**src/hdl/powerup_mode_select_params.svh**
```systemverilog
// Constants for the start-up mode selector.
// Assumes inclusion by bare name from files under hdl/.
`ifndef POWERUP_MODE_SELECT_PARAMS_SVH
`define POWERUP_MODE_SELECT_PARAMS_SVH

// ----------------------------------------------------------------
// Selection byte and buffer shape
// ----------------------------------------------------------------
`define CFG_REQUEST_BYTE 8'hFF
`define BYTE_WIDTH 8
`define FIFO_DEPTH 16
`define CFG_RAM_DEPTH 64

`endif

```
**src/hdl/powerup_mode_select_pkg.sv**
```systemverilog
// Types for the start-up mode selector.
// Assumes the params header is compiled alongside.
package powerup_mode_select_pkg;

	typedef enum logic [2:0] {
		ST_RESET = 3'h0,
		ST_CHECK = 3'h1,
		ST_WAIT = 3'h3,
		ST_CONFIG = 3'h2,
		ST_TEST = 3'h7,
		ST_RUN = 3'h5
	} mode_state_t;

	typedef struct packed {
		logic valid;
		logic [7:0] data;
	} byte_beat_t;

endpackage : powerup_mode_select_pkg

```
**src/hdl/byte_fifo.sv**
```systemverilog
// Synchronous FIFO of flip-flop storage with valid/ready on both sides.
// Assumes one clock and a synchronous active-high reset.
`timescale 1ns/10ps
module byte_fifo #(
	parameter int WIDTH = 8,
	parameter int DEPTH = 16,
	parameter int AW = $clog2(DEPTH)
) (
	input wire logic ref_clk,
	input wire logic srst,
	input wire logic in_valid,
	output logic in_ready,
	input wire logic [WIDTH-1:0] in_data,
	output logic out_valid,
	input wire logic out_ready,
	output logic [WIDTH-1:0] out_data
);

	typedef struct packed {
		logic [DEPTH-1:0][WIDTH-1:0] mem;
		logic [AW-1:0] wr;
		logic [AW-1:0] rd;
		logic [AW:0] cnt;
	} fifo_state_t;

	fifo_state_t s_q;
	fifo_state_t s_d;
	logic push;
	logic pop;

	function automatic logic [AW-1:0] bump(input logic [AW-1:0] p);
		bump = (p == AW'(DEPTH - 1)) ? '0 : p + 1'b1;
	endfunction : bump

	assign in_ready = (s_q.cnt != (AW+1)'(DEPTH));
	assign out_valid = (s_q.cnt != '0);
	assign push = in_valid && in_ready;
	assign pop = out_valid && out_ready;
	assign out_data = s_q.mem[s_q.rd];

	always_comb begin
		s_d = s_q;
		if (push) begin
			s_d.mem[s_q.wr] = in_data;
			s_d.wr = bump(s_q.wr);
		end
		if (pop) begin
			s_d.rd = bump(s_q.rd);
		end
		if (push && !pop) begin
			s_d.cnt = s_q.cnt + 1'b1;
		end else if (pop && !push) begin
			s_d.cnt = s_q.cnt - 1'b1;
		end
	end

	always_ff @(posedge ref_clk) begin
		if (srst) begin
			s_q <= '0;
		end else begin
			s_q <= s_d;
		end
	end

endmodule : byte_fifo

```
**src/hdl/powerup_mode_select.sv**
```systemverilog
// Start-up mode selector: stored config, config download or test mode.
// Assumes a byte UART outside, and a one-time store that reports
// validity with a done strobe after a check request.
//
// Operation
// - Power-on and every reset run the same start-up selection.
// - A valid stored configuration is loaded and run with no UART wait.
// - Without stored config, a first UART byte of 0xFF enters config mode.
// - Without stored config, any other first byte enters direct test mode.
// - One UART byte stream serves both test mode and config download.
// - Config mode writes downloaded bytes to RAM, repeatedly if desired.
// - RAM config is lost on reset and selection starts again.
// - Once the store is programmed, test mode is never entered.
// - With a valid stored configuration the UART is disabled.
// - Test and config modes hold power management off.
`timescale 1ns/10ps
`include "powerup_mode_select_params.svh"
module powerup_mode_select #(
	parameter int FIFO_DEPTH = `FIFO_DEPTH,
	parameter int RAM_DEPTH = `CFG_RAM_DEPTH,
	parameter int RAM_AW = $clog2(RAM_DEPTH)
) (
	input wire logic ref_clk,
	input wire logic srst,
	input wire logic reset_n_pin,
	output logic otp_check_req,
	input wire logic otp_check_done,
	input wire logic otp_valid,
	input wire logic rx_valid,
	output logic rx_ready,
	input wire logic [7:0] rx_data,
	output logic test_valid,
	input wire logic test_ready,
	output logic [7:0] test_data,
	output logic cfg_mode,
	output logic test_mode,
	output logic run_mode,
	output logic cfg_from_otp,
	output logic uart_enable,
	output logic power_mgmt_enable,
	output logic cfg_ram_we,
	output logic [RAM_AW-1:0] cfg_ram_addr,
	output logic [7:0] cfg_ram_data,
	output logic cfg_ram_wrap
);

	// ----------------------------------------------------------------
	// State
	// ----------------------------------------------------------------
	typedef struct packed {
		logic [1:0] pin_sync;
		powerup_mode_select_pkg::mode_state_t st;
		logic req;
		logic from_otp;
		logic we;
		logic [RAM_AW-1:0] addr;
		logic [7:0] wdata;
		logic seen;
		logic wrap;
	} ctrl_state_t;

	ctrl_state_t s_q;
	ctrl_state_t s_d;
	powerup_mode_select_pkg::byte_beat_t head;
	logic fifo_out_ready;
	logic fifo_in_ready;
	logic in_reset;

	// ----------------------------------------------------------------
	// Reset merge
	// ----------------------------------------------------------------
	// Pin seen only through the two-flop synchroniser
	assign in_reset = srst || !s_q.pin_sync[1];

	// ----------------------------------------------------------------
	// Helpers
	// ----------------------------------------------------------------
	// Last RAM slot, after which a download wraps
	function automatic logic last_addr(input logic [RAM_AW-1:0] a);
		last_addr = (a == RAM_AW'(RAM_DEPTH - 1));
	endfunction : last_addr

	function automatic logic [RAM_AW-1:0] next_addr(
		input logic [RAM_AW-1:0] a
	);
		if (last_addr(a)) begin
			next_addr = '0;
		end else begin
			next_addr = a + 1'b1;
		end
	endfunction : next_addr

	// First byte picks the mode
	function automatic powerup_mode_select_pkg::mode_state_t pick_mode(
		input logic [7:0] b
	);
		if (b == `CFG_REQUEST_BYTE) begin
			pick_mode = powerup_mode_select_pkg::ST_CONFIG;
		end else begin
			pick_mode = powerup_mode_select_pkg::ST_TEST;
		end
	endfunction : pick_mode

	// States in which UART bytes are taken
	function automatic logic listening(
		input powerup_mode_select_pkg::mode_state_t st
	);
		case (st)
			powerup_mode_select_pkg::ST_WAIT: listening = 1'b1;
			powerup_mode_select_pkg::ST_CONFIG: listening = 1'b1;
			powerup_mode_select_pkg::ST_TEST: listening = 1'b1;
			default: listening = 1'b0;
		endcase
	endfunction : listening

	// ----------------------------------------------------------------
	// Receive buffer
	// ----------------------------------------------------------------
	byte_fifo #(
		.WIDTH(`BYTE_WIDTH),
		.DEPTH(FIFO_DEPTH)
	) u_rx_fifo (
		.ref_clk(ref_clk),
		.srst(in_reset),
		.in_valid(rx_valid && uart_enable),
		.in_ready(fifo_in_ready),
		.in_data(rx_data),
		.out_valid(head.valid),
		.out_ready(fifo_out_ready),
		.out_data(head.data)
	);

	// ----------------------------------------------------------------
	// Mode decode
	// ----------------------------------------------------------------
	always_comb begin
		fifo_out_ready = 1'b0;
		case (s_q.st)
			powerup_mode_select_pkg::ST_WAIT: fifo_out_ready = 1'b1;
			powerup_mode_select_pkg::ST_CONFIG: fifo_out_ready = 1'b1;
			powerup_mode_select_pkg::ST_TEST: fifo_out_ready = test_ready;
			default: fifo_out_ready = 1'b0;
		endcase
	end

	assign cfg_mode = (s_q.st == powerup_mode_select_pkg::ST_CONFIG);
	assign test_mode = (s_q.st == powerup_mode_select_pkg::ST_TEST);
	assign run_mode = (s_q.st == powerup_mode_select_pkg::ST_RUN);
	assign cfg_from_otp = s_q.from_otp;
	// UART shut outside the byte-driven states
	assign uart_enable = listening(s_q.st) && !in_reset;
	// Host sees no room while the UART is shut
	assign rx_ready = fifo_in_ready && uart_enable;
	assign power_mgmt_enable = run_mode;
	assign test_valid = test_mode && head.valid;
	assign test_data = head.data;
	assign otp_check_req = s_q.req;
	assign cfg_ram_we = s_q.we;
	assign cfg_ram_addr = s_q.addr;
	assign cfg_ram_data = s_q.wdata;
	assign cfg_ram_wrap = s_q.wrap;

	// ----------------------------------------------------------------
	// Next state
	// ----------------------------------------------------------------
	always_comb begin
		s_d = s_q;
		s_d.pin_sync = {s_q.pin_sync[0], reset_n_pin};
		s_d.we = 1'b0;
		s_d.req = 1'b0;
		case (s_q.st)
			powerup_mode_select_pkg::ST_RESET: begin
				s_d.req = 1'b1;
				s_d.st = powerup_mode_select_pkg::ST_CHECK;
			end
			powerup_mode_select_pkg::ST_CHECK: begin
				if (otp_check_done) begin
					if (otp_valid) begin
						s_d.from_otp = 1'b1;
						s_d.st = powerup_mode_select_pkg::ST_RUN;
					end else begin
						s_d.st = powerup_mode_select_pkg::ST_WAIT;
					end
				end
			end
			powerup_mode_select_pkg::ST_WAIT: begin
				if (head.valid) begin
					s_d.st = pick_mode(head.data);
				end
			end
			powerup_mode_select_pkg::ST_CONFIG: begin
				if (head.valid) begin
					s_d.we = 1'b1;
					s_d.wdata = head.data;
					s_d.seen = 1'b1;
					// First byte lands at slot zero
					if (s_q.seen) begin
						s_d.addr = next_addr(s_q.addr);
						if (last_addr(s_q.addr)) begin
							s_d.wrap = 1'b1;
						end
					end
				end
			end
			powerup_mode_select_pkg::ST_TEST: begin
				s_d.st = s_q.st;
			end
			powerup_mode_select_pkg::ST_RUN: begin
				s_d.st = s_q.st;
			end
			default: s_d.st = powerup_mode_select_pkg::ST_RESET;
		endcase
	end

	always_ff @(posedge ref_clk) begin
		if (in_reset) begin
			// RAM config and mode forgotten
			s_q <= '0;
			s_q.pin_sync <= s_d.pin_sync;
		end else begin
			s_q <= s_d;
		end
	end

endmodule : powerup_mode_select

```
**config.mk**
```make
export PLATFORM = sky130hd
export DESIGN_NAME = powerup_mode_select
export DESIGN_NICKNAME = d
export VERILOG_FILES = /design/src/hdl/powerup_mode_select_pkg.sv /design/src/hdl/byte_fifo.sv /design/src/hdl/powerup_mode_select.sv
export VERILOG_INCLUDE_DIRS = /design/src /design/src/hdl
export SDC_FILE = /design/constraint.sdc
export NUM_CORES = 1
export LEC_CHECK = 0
export BUFFER_PORTS_ARGS = -buffer_cell sky130_fd_sc_hd__clkbuf_2
export CAP_MARGIN = 20
export CORE_MARGIN = 4
export CORE_UTILIZATION = 45
export DETAILED_ROUTE_END_ITERATION = 7
export PLACE_DENSITY = 0.73
export REMOVE_ABC_BUFFERS = 1
export SLEW_MARGIN = 0
export SYNTH_ARGS = -nofsm -noshare
export SYNTH_HDL_FRONTEND = slang
export SYNTH_SLANG_ARGS = --single-unit
export TNS_END_PERCENT = 100
```
**constraint.sdc**
```tcl
create_clock -name ref_clk -period 2.95 [get_ports ref_clk]
set_input_delay 0.4425 -clock ref_clk [delete_from_list [all_inputs] [get_ports ref_clk]]
set_output_delay 0.4425 -clock ref_clk [all_outputs]
set_load 0.02 [all_outputs]
```
==> results.toml <==
[status]
status = "complete, no violations"

[yosys]
synth-seq-cells = 165
synth_fa_ha_area_share_pct = 1.94
synth_compound_area_share_pct = 10.9
syn_avg_cell_area_um2 = 8.89
yosys.area.top_type = "dfxtp_1"
ys.warnings.count = 0
synth_xor_area_share_pct = 1.52
synth_cells = 843
synth_top_family_by_area = "simple AND/OR/NAND/NOR gates"
ys_seq_area_share_pct = 44.1
synthSimpleGateAreaFrac_pct = 20.6
synth.area.mux_share_pct = 14.3
syn_area_um2 = 7490
synthTopCellsByArea = "dfxtp_1 (44%), mux4_2 (9.6%), a21oi_1 (7.8%)"
netlist-cell-type-count = 41
yosysTopAreaCellShare_pct = 44.1

[place]
pre_cts_ws_ns = 0.0516
port_buffers = 47
place.gp.congestion = 0.813
dpl.cell_count = 1049
place_area_um2 = 7840
hpwlAfterDp_mm = 12.0

[timing]
final-setup-viol-count = 0
fin_ws_ns = 0.188
relSlewSlack_pct = 44.5
clock.fmax_mhz = 362
min_period_over_period_pct = 93.6
final_hold_viol_count = 0
final.min_clock_period_ns = 2.76
fin_worst_skew_ns = 0.00536
drv_slew = 0
tightest_slew_ns = 0.833
rsz0062_at_grt = "no"

[clocking]
cts_root_buf = "clkbuf_16"
cts_buffers = 17
ctsResizeCount = 0
clock_path_buffers = 2
clk_pin_slew_ns = 0.06
cts_tree = "yes"
cts.sinks = 165
post-cts-setup-buffers = 0
htree_levels = 4
ctsHoldBuffers = 0
insertion_delay_ns = 0.42

[die]
die_w_um = 137
die_y_um = 137
rows = 46
die_area_um2 = 18800
fp.coreArea_um2 = 16100
start_util_pct = 46.5
pin_count = 48

[drt]
ant_nets = 0
routed_wl_mm = 18.9
drt-initial-drc-count = 538
firstDrtPassIters = 6
post-route-drc-count = 0
vias = 6134
routedWlPerCell_um = 17.5
viasPerCell = 5.68

[global_routing]
antenna_found_initial = 0
grt_overflow = 0
grt_pass1_wl_mm = 30.3
grt_pass1_vias = 5800
track_usage_pct = 20.7
grt_max_degree = 73

[power]
vdd_drop_max_v = 0.000440
p_leak_nw = 3.08
p_per_area_nw_per_um2 = 549

[hold_path]
holdCritPathClass = "input pin to flop"

[setup_path]
cp_data_required_time_ns = 3.28
worstPathMaxFanout = 4
endpoint_kind = "flop"
crit_type = "flop to flop"
worstPathArrival_ns = 3.10
cp-start-kind = "flop"

[layout]
final_common_cell = "dfxtp_1"
antennaDiodeCount = 0
final_cell_mix = "dfxtp_1 (164), nand2_1 (140), a21oi_1 (116), nand3_1 (103), nor2_1 (69)"
final_cells = 1079
nets = 878
area_growth_pct = 13.2
drive_above_1_share_pct = 18.2
final_area_um2 = 8490

[run]
maxCapViolations = 0
[cells in the mapped netlist, drive strengths merged]
library cell,number
nand3,106
nor2,70
or4,1
and3,3
dfxtp,165
xor2,6
o41ai,1
mux4,32
a31oi,1
nand3b,1
nor2b,6
nand4,3
xnor2,7
mux2i,35
a21oi,117
or3,2
nor4b,1
a21o,2
o211ai,1
ha,10
a22oi,16
nand2,140
o21ai,4
nand2b,2
inv,6
nor4,2
clkbuf,45
a2111oi,1
a211oi,1
o2111ai,1
and3b,1
nor3,1
and2,6
fa,1
buf,46
[metrics by stage]
step                      setup TNS (ns)  power [W]  hold slack, ns  utilization (%)
after CTS                              0    0.00468           0.121             52.5
after global placement                 0    0.00239           0.325             48.7
after floorplan                   -89.02    0.00232           0.310                -
after detailed placement               0    0.00239           0.326             48.7
final                                  0    0.00466           0.132             52.7
after global routing                   0    0.00479           0.111             52.7
[power by group]
| group | internal (W) | switching (W) |
|---|---|---|
| sequential | 0.00223 | 0.00000201 |
| clock | 0.00147 | 0.000848 |
| combinational | 0.0000219 | 0.0000846 |
| total | 0.00373 | 0.000934 |
[registers in the layout, indices dropped and copies added, names as in the netlist]
name	count
cfg_from_otp	1
u_rx_fifo.s_q	141
cfg_ram_wrap	1
otp_check_req	1
s_q	5
cfg_ram_data	8
s_d	1
cfg_ram_addr	6
cfg_ram_we	1
[final cells by class]
type                       count  area (um^2)
clock buffer                  21          470
clock inverter                 9          151
fill                        1472         7630
inverter                       6         22.5
multi-input combinational    581         3730
sequential                   165         3300
tap                          216          270
timing repair buffer          81          541
[critical path, stage by stage, from the launching register on]
cell and delay, ns:
dfxtp_1 0.36, or4_1 0.53, o21ai_2 0.16, a21oi_1 0.08, inv_1 0.07, ha_1 0.20, inv_2 0.09, fa_2 0.35
a21o_1 0.18, a21oi_2 0.15, xnor2_1 0.08, or3_1 0.30, a21oi_1 0.13
[kinds of logic after synthesis]
family / count (synthesis)
simple gates: 345
flops: 165
compound gates: 145
buf+inv: 97
mux: 67
xor+xnor: 13
fa+ha+maj: 11
[layer usage]
metal | wire length [um] | vias up | share of wire, % | global-route usage (%)
li1 | - | 2931 | - | -
met1 | 7960 | 2921 | 42 | 28.0
met2 | 8940 | 247 | 47 | 32.5
met3 | 1570 | 35 | 8.3 | 4.78
met4 | 409 | 0 | 2.2 | 7.26
met5 | 0 | - | 0 | 0
[worst paths after layout]
kind                                        from          endpoint  slack, ns  cells past startpoint
worst max-delay path            u_rx_fifo.s_q[2]  u_rx_fifo.s_q[4]       0.19                     12
worst min register to register           s_d[23]           s_q[23]       0.35                      0
worst max register to register  u_rx_fifo.s_q[2]  u_rx_fifo.s_q[4]       0.19                     12
worst min-delay path                 reset_n_pin           s_d[23]       0.13                      1
Note: power is estimated with default switching activity, not from simulation.
